==> src/i2srv_map.svh <==
`ifndef I2SRV_MAP_SVH
`define I2SRV_MAP_SVH
// bus speeds the front end must follow
`define I2SRV_STD_RATE_KBPS  100
`define I2SRV_FAST_RATE_KBPS 400
`define I2SRV_CLK_MHZ        40
// shortest fast-mode low/high phase is 1300/600 ns; 40 MHz sampling covers it
`define I2SRV_FAST_HIGH_NS   600
`define I2SRV_FAST_HIGH_CYC  ((`I2SRV_FAST_HIGH_NS * `I2SRV_CLK_MHZ) / 1000)
// slave address
`define I2SRV_DEF_ADDR       7'h2b
`define I2SRV_NVS_ADDR_LOC   8'h04
// register pointer reset value
`define I2SRV_PTR_RST        8'h00
`endif

==> src/i2srv_pkg.sv <==
package i2srv_pkg;
   typedef enum logic [6:0] {
      ST_IDLE = 7'b0000001,
      ST_ADDR = 7'b0000010,
      ST_AACK = 7'b0000100,
      ST_WBYT = 7'b0001000,
      ST_WACK = 7'b0010000,
      ST_RBYT = 7'b0100000,
      ST_RACK = 7'b1000000
   } i2srv_state_e;

   // access towards the device's register space
   typedef struct packed {
      logic       wr;
      logic       rd;
      logic [7:0] addr;
      logic [7:0] wdata;
   } i2srv_req_s;

   // synchronized line samples and edges
   typedef struct packed {
      logic scl;
      logic sda;
      logic scl_rise;
      logic scl_fall;
      logic start;
      logic stop;
   } i2srv_line_s;
endpackage : i2srv_pkg

==> src/i2srv_slave.sv <==
`timescale 1ns/1ps
`include "i2srv_map.svh"
module i2srv_slave (
   // clock and reset
   input  wire logic                  clk_sys_i,
   input  wire logic                  nrst_i,
   // bus pins; sda is open drain, enable low drives it low
   input  wire logic                  scl_i,
   input  wire logic                  sda_i,
   output logic                       sda_o,
   output logic                       sda_oe_n_o,
   // address override from nonvolatile store
   input  wire logic                  nvs_addr_valid_i,
   input  wire logic [6:0]            nvs_addr_i,
   // processing phase start from the device core
   input  wire logic                  phase_start_i,
   // register space of the device
   output i2srv_pkg::i2srv_req_s      req_o,
   input  wire logic [7:0]            read_data_byte_i,
   // state seen by the core
   output logic [6:0]                 bus_target_address_o,
   output logic                       busy_o
);
   typedef struct packed {
      i2srv_pkg::i2srv_state_e state;
      logic [7:0]              shift;
      logic [3:0]              bitcnt;
      logic                    rnw;
      logic                    ptr_phase;
      logic [7:0]              register_pointer_byte;
      logic [6:0]              my_addr;
      logic                    addr_loaded;
      logic                    sda_low;
      logic                    pend;
      logic [7:0]              pend_addr;
      logic [7:0]              write_data_byte;
      i2srv_pkg::i2srv_req_s   req;
   } i2srv_st_s;

   i2srv_pkg::i2srv_line_s line;
   i2srv_st_s              st_r;
   i2srv_st_s              st_nxt;

   i2srv_line u_line (
      .clk_sys_i (clk_sys_i),
      .nrst_i    (nrst_i),
      .scl_i     (scl_i),
      .sda_i     (sda_i),
      .line_o    (line)
   );

   always_comb begin
      st_nxt        = st_r;
      st_nxt.req.wr = 1'b0;
      st_nxt.req.rd = 1'b0;

      // address caught once after reset release, not under reset
      if (!st_r.addr_loaded) begin
         st_nxt.addr_loaded = 1'b1;
         if (nvs_addr_valid_i) begin
            st_nxt.my_addr = nvs_addr_i;
         end
      end

      // hold write until the core opens its next phase
      if (st_r.pend && phase_start_i) begin
         st_nxt.pend      = 1'b0;
         st_nxt.req.wr    = 1'b1;
         st_nxt.req.addr  = st_r.pend_addr;
         st_nxt.req.wdata = st_r.write_data_byte;
      end

      if (line.stop) begin
         st_nxt.state   = i2srv_pkg::ST_IDLE;
         st_nxt.sda_low = 1'b0;
      end else if (line.start) begin
         // repeated start too: keeps pointer for a following read
         st_nxt.state   = i2srv_pkg::ST_ADDR;
         st_nxt.bitcnt  = 4'h0;
         st_nxt.sda_low = 1'b0;
      end else begin
         unique case (st_r.state)
            i2srv_pkg::ST_IDLE: begin
               st_nxt.sda_low = 1'b0;
            end
            i2srv_pkg::ST_ADDR, i2srv_pkg::ST_WBYT: begin
               if (line.scl_rise) begin
                  st_nxt.shift  = {st_r.shift[6:0], line.sda};
                  st_nxt.bitcnt = st_r.bitcnt + 4'h1;
               end
               if (line.scl_fall && st_r.bitcnt == 4'h8) begin
                  st_nxt.bitcnt = 4'h0;
                  if (st_r.state == i2srv_pkg::ST_ADDR) begin
                     if (st_r.shift[7:1] == st_r.my_addr) begin
                        st_nxt.rnw     = st_r.shift[0];
                        st_nxt.sda_low = 1'b1;
                        st_nxt.state   = i2srv_pkg::ST_AACK;
                        st_nxt.ptr_phase = ~st_r.shift[0];
                     end else begin
                        st_nxt.state = i2srv_pkg::ST_IDLE;
                     end
                  end else begin
                     st_nxt.sda_low = 1'b1;
                     st_nxt.state   = i2srv_pkg::ST_WACK;
                     if (st_r.ptr_phase) begin
                        // pointer only: no register touched until data arrives
                        st_nxt.register_pointer_byte = st_r.shift;
                        st_nxt.ptr_phase             = 1'b0;
                     end else begin
                        // back-to-back writes faster than phases overwrite the pending byte
                        st_nxt.pend            = 1'b1;
                        st_nxt.pend_addr       = st_r.register_pointer_byte;
                        st_nxt.write_data_byte = st_r.shift;
                        st_nxt.register_pointer_byte = st_r.register_pointer_byte + 8'h01;
                     end
                  end
               end
            end
            i2srv_pkg::ST_AACK, i2srv_pkg::ST_WACK: begin
               if (line.scl_fall) begin
                  st_nxt.sda_low = 1'b0;
                  if (st_r.state == i2srv_pkg::ST_AACK && st_r.rnw) begin
                     // fetch and present the first bit at once
                     st_nxt.shift     = read_data_byte_i;
                     st_nxt.req.rd    = 1'b1;
                     st_nxt.req.addr  = st_r.register_pointer_byte;
                     st_nxt.sda_low   = ~read_data_byte_i[7];
                     st_nxt.bitcnt    = 4'h1;
                     st_nxt.register_pointer_byte = st_r.register_pointer_byte + 8'h01;
                     st_nxt.state     = i2srv_pkg::ST_RBYT;
                  end else begin
                     st_nxt.state = i2srv_pkg::ST_WBYT;
                  end
               end
            end
            i2srv_pkg::ST_RBYT: begin
               if (line.scl_fall) begin
                  if (st_r.bitcnt == 4'h8) begin
                     st_nxt.sda_low = 1'b0;
                     st_nxt.state   = i2srv_pkg::ST_RACK;
                  end else begin
                     st_nxt.sda_low = ~st_r.shift[3'h7 - st_r.bitcnt[2:0]];
                     st_nxt.bitcnt  = st_r.bitcnt + 4'h1;
                  end
               end
            end
            i2srv_pkg::ST_RACK: begin
               if (line.scl_rise && line.sda) begin
                  st_nxt.state = i2srv_pkg::ST_IDLE;
               end else if (line.scl_fall) begin
                  st_nxt.shift     = read_data_byte_i;
                  st_nxt.req.rd    = 1'b1;
                  st_nxt.req.addr  = st_r.register_pointer_byte;
                  st_nxt.sda_low   = ~read_data_byte_i[7];
                  st_nxt.bitcnt    = 4'h1;
                  st_nxt.register_pointer_byte = st_r.register_pointer_byte + 8'h01;
                  st_nxt.state     = i2srv_pkg::ST_RBYT;
               end
            end
            default: begin
               st_nxt.state = i2srv_pkg::ST_IDLE;
            end
         endcase
      end

      // a read fetch owns req.addr; a colliding write waits for the next phase
      if (st_nxt.req.wr && st_nxt.req.rd) begin
         st_nxt.req.wr = 1'b0;
         st_nxt.pend   = 1'b1;
      end
   end

   always_ff @(posedge clk_sys_i) begin
      if (!nrst_i) begin
         st_r.state                 <= i2srv_pkg::ST_IDLE;
         st_r.shift                 <= 8'h00;
         st_r.bitcnt                <= 4'h0;
         st_r.rnw                   <= 1'b0;
         st_r.ptr_phase             <= 1'b0;
         st_r.register_pointer_byte <= `I2SRV_PTR_RST;
         st_r.my_addr               <= `I2SRV_DEF_ADDR;
         st_r.addr_loaded           <= 1'b0;
         st_r.sda_low               <= 1'b0;
         st_r.pend                  <= 1'b0;
         st_r.pend_addr             <= 8'h00;
         st_r.write_data_byte       <= 8'h00;
         st_r.req                   <= '0;
      end else begin
         st_r <= st_nxt;
      end
   end

   assign sda_o                = 1'b0;
   assign sda_oe_n_o           = ~st_r.sda_low;
   assign req_o                = st_r.req;
   assign bus_target_address_o = st_r.my_addr;
   assign busy_o               = (st_r.state != i2srv_pkg::ST_IDLE);
endmodule : i2srv_slave

==> src/i2srv_line.sv <==
`timescale 1ns/1ps
`include "i2srv_map.svh"
// samples the bus lines and reports edges and start/stop conditions
module i2srv_line (
   // clock and reset
   input  wire logic                  clk_sys_i,
   input  wire logic                  nrst_i,
   // bus lines
   input  wire logic                  scl_i,
   input  wire logic                  sda_i,
   // events
   output i2srv_pkg::i2srv_line_s     line_o
);
   typedef struct packed {
      logic [1:0] scl_h;
      logic [1:0] sda_h;
   } i2srv_lst_s;

   i2srv_lst_s st_r;
   i2srv_lst_s st_nxt;

   always_comb begin
      st_nxt       = st_r;
      st_nxt.scl_h = {st_r.scl_h[0], scl_i};
      st_nxt.sda_h = {st_r.sda_h[0], sda_i};
   end

   always_ff @(posedge clk_sys_i) begin
      if (!nrst_i) begin
         st_r <= '{scl_h: 2'h3, sda_h: 2'h3};
      end else begin
         st_r <= st_nxt;
      end
   end

   always_comb begin
      line_o.scl      = st_r.scl_h[1];
      line_o.sda      = st_r.sda_h[1];
      line_o.scl_rise = st_r.scl_h[0] & ~st_r.scl_h[1];
      line_o.scl_fall = ~st_r.scl_h[0] & st_r.scl_h[1];
      // sda moving while scl is high marks start or stop
      line_o.start    = st_r.scl_h[0] & st_r.scl_h[1] & ~st_r.sda_h[0] & st_r.sda_h[1];
      line_o.stop     = st_r.scl_h[0] & st_r.scl_h[1] & st_r.sda_h[0] & ~st_r.sda_h[1];
   end
endmodule : i2srv_line

==> config.mk <==
export PLATFORM = sky130hd
export DESIGN_NAME = i2srv_slave
export DESIGN_NICKNAME = d
export VERILOG_FILES = /design/src/i2srv_pkg.sv /design/src/i2srv_slave.sv /design/src/i2srv_line.sv
export VERILOG_INCLUDE_DIRS = /design/src
export SDC_FILE = /design/constraint.sdc
export NUM_CORES = 1
export LEC_CHECK = 0
export BUFFER_PORTS_ARGS = -buffer_cell sky130_fd_sc_hd__buf_4
export CORE_ASPECT_RATIO = 0.75
export CORE_MARGIN = 3
export CORE_UTILIZATION = 50
export CTS_BUF_LIST = sky130_fd_sc_hd__clkbuf_4 sky130_fd_sc_hd__clkbuf_8
export DETAILED_ROUTE_END_ITERATION = 10
export PLACE_DENSITY = 0.81
export SETUP_SLACK_MARGIN = 0.4
export SLEW_MARGIN = 10
export SYNTH_ARGS = -nofsm -noshare
export SYNTH_HDL_FRONTEND = slang
export SYNTH_SLANG_ARGS = --single-unit
==> constraint.sdc <==
create_clock -name clk_sys_i -period 3.02 [get_ports clk_sys_i]
set_clock_uncertainty 0.2 [all_clocks]
set_input_delay 0.604 -clock clk_sys_i [delete_from_list [all_inputs] [get_ports clk_sys_i]]
set_output_delay 0.604 -clock clk_sys_i [all_outputs]
set_load 0.01 [all_outputs]
==> results.cfg, run 1 <==
[sta]
grt_setup_unrepaired = no
drv_slew = 0
tightest_slew_ps = 651
max-slew-margin-rel_pct = 56.5
maxClockFrequency_mhz = 405
hold_violations = 0
layout_worst_path_cycle_share_pct = 81.7
setup_tns_ps = 0
finalSetupViolCount = 0
layout_min_cycle_time_ps = 2470
fin_worst_hold_slack_ps = 231

[logic_synthesis]
synthTopCellsByArea = sky130_fd_sc_hd__dfxtp_1, sky130_fd_sc_hd__nand2_1, sky130_fd_sc_hd__a21oi_1
synthFlopType = sky130_fd_sc_hd__dfxtp_1
synth_mux_area_share_pct = 4.34
async_flop_share_pct = 0
synth_xor_area_share_pct = 2.60
synthAdderAreaFrac_pct = 0.929
ys_ff_latch = 77
post_synth_instance_area_sq_um = 4040
synth_largest_type_area_fraction_pct = 38.2
synth.largest_area_cell = sky130_fd_sc_hd__dfxtp_1
synth_seq_area_share_pct = 38.2
synth-compound-area-share_pct = 21.0
synth_enable_flop_cells = 0
yosysUniqueCellTypes = 64
postSynthNetCount = 508
synthesis.area_per_instance_sq_um = 8.34
ys.warnings.count = 0
dominant_combinational_cell_family_by_area_after_synthesis = simple AND/OR/NAND/NOR gates
post_synth_inst_count = 484
yosys.area_share.simple_pct = 23.1

[power]
cellLeakagePower_nw = 1.73
worst_ir_drop_vdd_mv = 0.226
power.total_mw = 1.90
cellPowerDensity_nw_per_um2 = 428

[hold_path]
whs_endpoint = u_line.st_nxt[3]
hold_path.startpoint = scl_i
worst_hold_path.num_cells = 2
timing.hold.worst.class = in -> reg

[floorplan]
io-pin-count = 49
floorplan.rows = 27
design.die.area_sq_um = 9200
die_span_in_x_um = 110
coreArea_sq_um = 7600
chipHeight_um = 83.8
initial_core_util_pct = 53.1

[placement]
globalplace.congestion = 0.952
post-dp-hpwl_mm = 7.02
place.port_buffers = 47

[finish]
commonest_cells_after_routing_fill_and_taps_aside = sky130_fd_sc_hd__nand2_1, sky130_fd_sc_hd__dfxtp_1, sky130_fd_sc_hd__buf_4
layout_commonest_cell = sky130_fd_sc_hd__nand2_1
area_growth_syn_to_layout_pct = 9.73
diodes = 0
drive_above_1_share_pct = 20.4
final_core_util_pct = 58.3
nets = 520

[clocking]
cts_hold_repair.buffers = 0
post_cts_repair_setup_buffers = 0
clk-insertion-delay-late_ps = 360
clock-sinks = 77
clock_tree.buffer_depth = 2
clock-root-buffer = sky130_fd_sc_hd__clkbuf_8
cts_buffers = 9
number_of_h_tree_levels = 3
clkTransAtPathRegs_ps = 90
tritoncts = built

[drt]
antenna_left = 0
avgRoutedWirePerCell_um = 16.1
vias_per_cell = 5.79
drt-initial-drc-count = 334
route.detailed.drc = 0
firstDrtPassIters = 7
route.vias.total = 3483
drt-total-wl_mm = 9.70

[critical_path]
reg2reg_setup_slack_ps = 550
setup.worst_path.end_class = flip-flop
critical_path.reg2reg.endpoint = st_r[24]
critPathArrivalTime_ps = 2490
cp_max_fo = 17
worst_r2r_startpoint = st_r[54]
setup.worst_path.class = reg -> reg
reg2reg_depth = 7
critPathRequiredTime_ps = 3040
worstSetupStartpointType = flip-flop

[outcome]
status = finished, final reports clean

[global_route]
grt_max_degree = 23
grt_remaining_overflow = 0
grt_pass1_wl_mm = 16.2
first_global_vias = 3242
grt_util_overall_pct = 22.0
antenna_found_initial = 0

[job]
max_cap_violation_count = 0
==> flip-flops by register name, summed over array words and instances (netlist names) <==
register,cells
st_r,48
req_o,18
bus_target_address_o,7
u_line.line_o,2
u_line.st_nxt,2
==> power breakdown <==
part,total [mW],leakage [nW],switching (mW),internal [mW]
clock,0.726,0.0923,0.417,0.310
combinational,0.129,1.02,0.0696,0.0595
sequential,1.04,0.623,0.0140,1.03
==> layout make-up <==
type                       count  area, sq um
fill                         697         3170
sequential                    77         1540
inverter                      13         48.8
timing repair buffer          55          413
tap                          101          126
clock buffer                   9          124
multi-input combinational    340         2120
clock inverter                 7         55.1
==> cells in the mapped netlist, types with 10 or more instances <==
cell and number:
sky130_fd_sc_hd__dfxtp_1 77, sky130_fd_sc_hd__clkbuf_1 12, sky130_fd_sc_hd__nand2_1 93, sky130_fd_sc_hd__nor2_1 39, sky130_fd_sc_hd__nand2b_1 10, sky130_fd_sc_hd__inv_1 13
sky130_fd_sc_hd__o21ai_0 10, sky130_fd_sc_hd__buf_4 26, sky130_fd_sc_hd__nand3_1 12, sky130_fd_sc_hd__buf_2 11, sky130_fd_sc_hd__mux2i_1 13, sky130_fd_sc_hd__a21oi_1 44
==> layer usage <==
layer | part of all wire, % | vias to the layer above | track usage, %
met5 | 0 | - | 0
met4 | 2.2 | 0 | 7.36
met3 | 8.7 | 28 | 7.12
met2 | 43 | 145 | 31.4
met1 | 46 | 1616 | 30.8
li1 | - | 1694 | -
==> worst max path at each step <==
stage	start	to	slack, ps
after detailed placement	st_r[70]	st_r[45]	540
after CTS	st_r[54]	st_r[54]	510
after global routing	st_r[54]	st_r[70]	410
after floorplan	st_r[71]	st_r[45]	850
final	st_r[54]	st_r[24]	550
after global placement	st_r[70]	st_r[50]	500
==> per-stage QoR <==
step	instances	setup WS, ps	instance area (sq um)
5_1_grt	602	409	4430
3_5_place_dp	586	541	4230
3_3_place_gp	586	504	4230
4_1_cts	602	513	4410
2_1_floorplan	484	852	4040
6_report	602	553	4430
==> worst max-delay path: stages, from the launching register on <==
cell and delay (ps):
sky130_fd_sc_hd__dfxtp_1 390, sky130_fd_sc_hd__inv_1 110, sky130_fd_sc_hd__ha_1 180, sky130_fd_sc_hd__and3b_1 240, sky130_fd_sc_hd__nand2b_1 170, sky130_fd_sc_hd__or4_1 770
sky130_fd_sc_hd__nand2_1 180, sky130_fd_sc_hd__a21oi_1 70
==> timing repair <==
action	CTS	global route
setup endpoints to repair	0	9
endpoints found under the hold margin	0	0
resized for setup	0	5
==> logic make-up (layout without fill, tap and decap cells) <==
kind of cell / count (synthesis) / in the layout
muxes: 15 / 15
buffers and inverters: 67 / 84
other: 1 / 1
and+or+nand+nor: 197 / 197
xor gates and xnor gates: 12 / 12
DFF: 77 / 77
adders and majority gates: 3 / 3
AOI/OAI and AO/OA: 112 / 112
No activity file was read; power rests on OpenSTA's default activity.
==> run 2: changes to the inputs <==
--- a/config.mk
+++ b/config.mk
@@ -12,7 +12,7 @@
 export CORE_UTILIZATION = 50
 export CTS_BUF_LIST = sky130_fd_sc_hd__clkbuf_4 sky130_fd_sc_hd__clkbuf_8
 export DETAILED_ROUTE_END_ITERATION = 10
-export PLACE_DENSITY = 0.81
+export PLACE_DENSITY = 0.84
 export SETUP_SLACK_MARGIN = 0.4
 export SLEW_MARGIN = 10
 export SYNTH_ARGS = -nofsm -noshare
==> constraint.sdc (replaced) <==
create_clock -name clk_sys_i -period 2.03 [get_ports clk_sys_i]
set_clock_uncertainty 0.2 [all_clocks]
set_input_delay 0.406 -clock clk_sys_i [delete_from_list [all_inputs] [get_ports clk_sys_i]]
set_output_delay 0.406 -clock clk_sys_i [all_outputs]
set_load 0.01 [all_outputs]
==> run 2 against run 1 <==
Against the previous run: the flow now finishes with violations (negative setup slack); worst setup slack worse by 860 ps; combinational power grew to 2.6 times the previous value; final area is 42% higher; fmax is 5.5% higher; utilization is 24 points higher; clock power is 82% higher; register-to-register slack worse by 860 ps; total power is 68% higher; critical path type unchanged; critical endpoint is now st_r[57]; largest cell class unchanged.
==> results.cfg, run 2 (synthesized netlist as in run 1, its figures left out) <==
[sta]
tightest_slew_ps = 724
grt_setup_unrepaired = yes
maxClockFrequency_mhz = 428
layout_min_cycle_time_ps = 2340
layout_worst_path_cycle_share_pct = 115
hold_violations = 0
timing.final.ws_setup_ps = -308
drv_slew = 0
finalSetupViolCount = 57
max-slew-margin-rel_pct = 51.7

[clocking]
cts_buffers = 9
clock-root-buffer = sky130_fd_sc_hd__clkbuf_8
number_of_h_tree_levels = 3
clock_tree.buffer_depth = 2
tritoncts = built
clock-sinks = 77
clk-insertion-delay-late_ps = 380
clkTransAtPathRegs_ps = 80

[finish]
drive_above_1_share_pct = 51.7
registers.top_by_ff_count = st_r
commonest_cells_after_routing_fill_and_taps_aside = sky130_fd_sc_hd__buf_4, sky130_fd_sc_hd__nand2_1, sky130_fd_sc_hd__dfxtp_1
nets = 629
number_of_flip_flops_under_the_largest_register_name = 48
layout_commonest_cell = sky130_fd_sc_hd__buf_4
finish.instance_area_sq_um = 6290
number_of_standard_cells_in_the_layout_taps_in_and_fillers_out = 711
final_core_util_pct = 82.7
area_growth_syn_to_layout_pct = 55.7

[critical_path]
critical_path.reg2reg.endpoint = st_r[57]
worst_path_dominant_cell_family = compound AO/OA/AOI/OAI gates
critPathRequiredTime_ps = 2090
cp_cell_sequence = buf_4 > or3b_4 > o21a_1 > o21ai_1 > buf_4 > a21boi_0 > o311ai_2 > o21ai_1
cp_max_fo = 7
reg2reg_depth = 8
timing.critical_path.buf_inv = 2
critPathArrivalTime_ps = 2390
worst_path_max_stage_delay_ps = 390
cp_max_delay_cell = sky130_fd_sc_hd__dfxtp_4
worst_r2r_startpoint = st_r[72]
setup.worst_path.end_class = flip-flop
setup.worst_path.class = reg -> reg
worstSetupStartpointType = flip-flop
reg2reg_setup_slack_ps = -310

[placement]
globalplace.congestion = 1.00
place.port_buffers = 47
placedCellCount = 656
placed_cell_area_sq_um = 4810
post-dp-hpwl_mm = 8.32

[global_route]
grt_max_degree = 45
grt_util_overall_pct = 32.8
grt_remaining_overflow = 0
antenna_found_initial = 1
grt_pass1_wl_mm = 23.3
first_global_vias = 4432

[power]
swShare_pct = 24.9
cellLeakagePower_nw = 2.48
power.total_mw = 3.19
relative_contribution_of_sequential_cells_to_total_power_pct = 48.0
pwr-share-clk_pct = 41.3
total_switching_power_uw = 796
internal_power_of_the_cells_mw = 2.40
power_frac_comb_pct = 10.7
cellPowerDensity_nw_per_um2 = 508
worst_ir_drop_vdd_mv = 0.684

[job]
max_cap_violation_count = 0

[floorplan]
io-pin-count = 49
design.die.area_sq_um = 9200
coreArea_sq_um = 7600
floorplan.rows = 27
initial_core_util_pct = 53.1
die_span_in_x_um = 110
chipHeight_um = 83.8

[outcome]
failed_checks = negative setup slack
status = finished with violations

[drt]
firstDrtPassIters = 6
avgRoutedWirePerCell_um = 24.7
vias_per_cell = 6.67
route.vias.total = 4745
drt-initial-drc-count = 590
drt-total-wl_mm = 17.6
route.detailed.drc = 0
antenna_left = 0

[hold_path]
hold_path.startpoint = scl_i
worst_hold_path.num_cells = 2
whs_endpoint = u_line.st_nxt[3]
timing.hold.worst.class = in -> reg
==> run 2: cell count changes in the layout (fill, tap and decap cells not counted), moves of 10 or more <==
cell,before,now
sky130_fd_sc_hd__nand2_1,93,75
sky130_fd_sc_hd__buf_4,55,119
sky130_fd_sc_hd__nand2_4,1,18
sky130_fd_sc_hd__buf_6,0,27
sky130_fd_sc_hd__a21oi_1,44,20
sky130_fd_sc_hd__buf_12,0,10
sky130_fd_sc_hd__a21oi_2,1,24
==> run 2: timing repair <==
action | 4_1_cts | 5_1_grt
resized for setup | 136 | 63
cloned | 6 | 1
endpoints found under the setup margin | 58 | 58
buffers inserted | 22 | 10
pin swaps | 52 | 29
hold buffers | 0 | 0
==> run 2: per-layer routing <==
layer / share of wire [%] / track usage, % / vias up
met5: 0 / 2.38 / -
met4: 7.2 / 14.7 / 0
met3: 13 / 11.1 / 162
met2: 43 / 49.7 / 460
met1: 37 / 41.8 / 2203
li1: - / - / 1920
==> run 2: through the flow <==
| step | hold WS, ps | setup slack, ps | TNS (ps) |
|---|---|---|---|
| CTS | 27.9 | -140 | -2910 |
| finish | 14.5 | -308 | -9520 |
| detailed placement | 245 | -198 | -5320 |
| global placement | 238 | -200 | -4490 |
| floorplan | 232 | -138 | -1960 |
| global route | 17.4 | -362 | -11390 |
==> run 2: worst reg2reg max path, stage by stage, from the launching register on <==
cell,delay [ps]
sky130_fd_sc_hd__dfxtp_4,390
sky130_fd_sc_hd__buf_4,140
sky130_fd_sc_hd__or3b_4,390
sky130_fd_sc_hd__o21a_1,170
sky130_fd_sc_hd__o21ai_1,250
sky130_fd_sc_hd__buf_4,180
sky130_fd_sc_hd__a21boi_0,150
sky130_fd_sc_hd__o311ai_2,260
sky130_fd_sc_hd__o21ai_1,100
==> run 2: cell type report <==
cell class                      count  area, sq um
Fill cell                         348         1310
Multi-Input combinational cell    342         2780
Tap cell                          101          126
Sequential cell                    77         1570
Antenna cell                        1         2.50
Clock inverter                      4         73.8
Inverter                           13         51.3
Timing Repair Buffer              162         1550
Clock buffer                       11          139
==> run 2: how the worst max path moves through the flow <==
| stage | start | endpoint | slack, ps | cells after the start |
|---|---|---|---|---|
| final | st_r[72] | st_r[57] | -310 | 8 |
| after detailed placement | st_r[71] | st_r[57] | -200 | 7 |
| after global placement | st_r[71] | st_r[57] | -200 | 7 |
| after global routing | st_r[72] | st_r[57] | -360 | 8 |
| after CTS | st_r[71] | st_r[56] | -140 | 7 |
| after floorplan | st_r[71] | st_r[45] | -140 | 7 |
==> run 2: power by group through the flow <==
stage / clock (mW) / combinational, mW / sequential, mW
floorplan: 0 / 0.126 / 1.57
global route: 1.37 / 0.354 / 1.53
global placement: 0 / 0.243 / 1.57
detailed placement: 0 / 0.247 / 1.57
finish: 1.32 / 0.341 / 1.53
CTS: 1.28 / 0.297 / 1.53
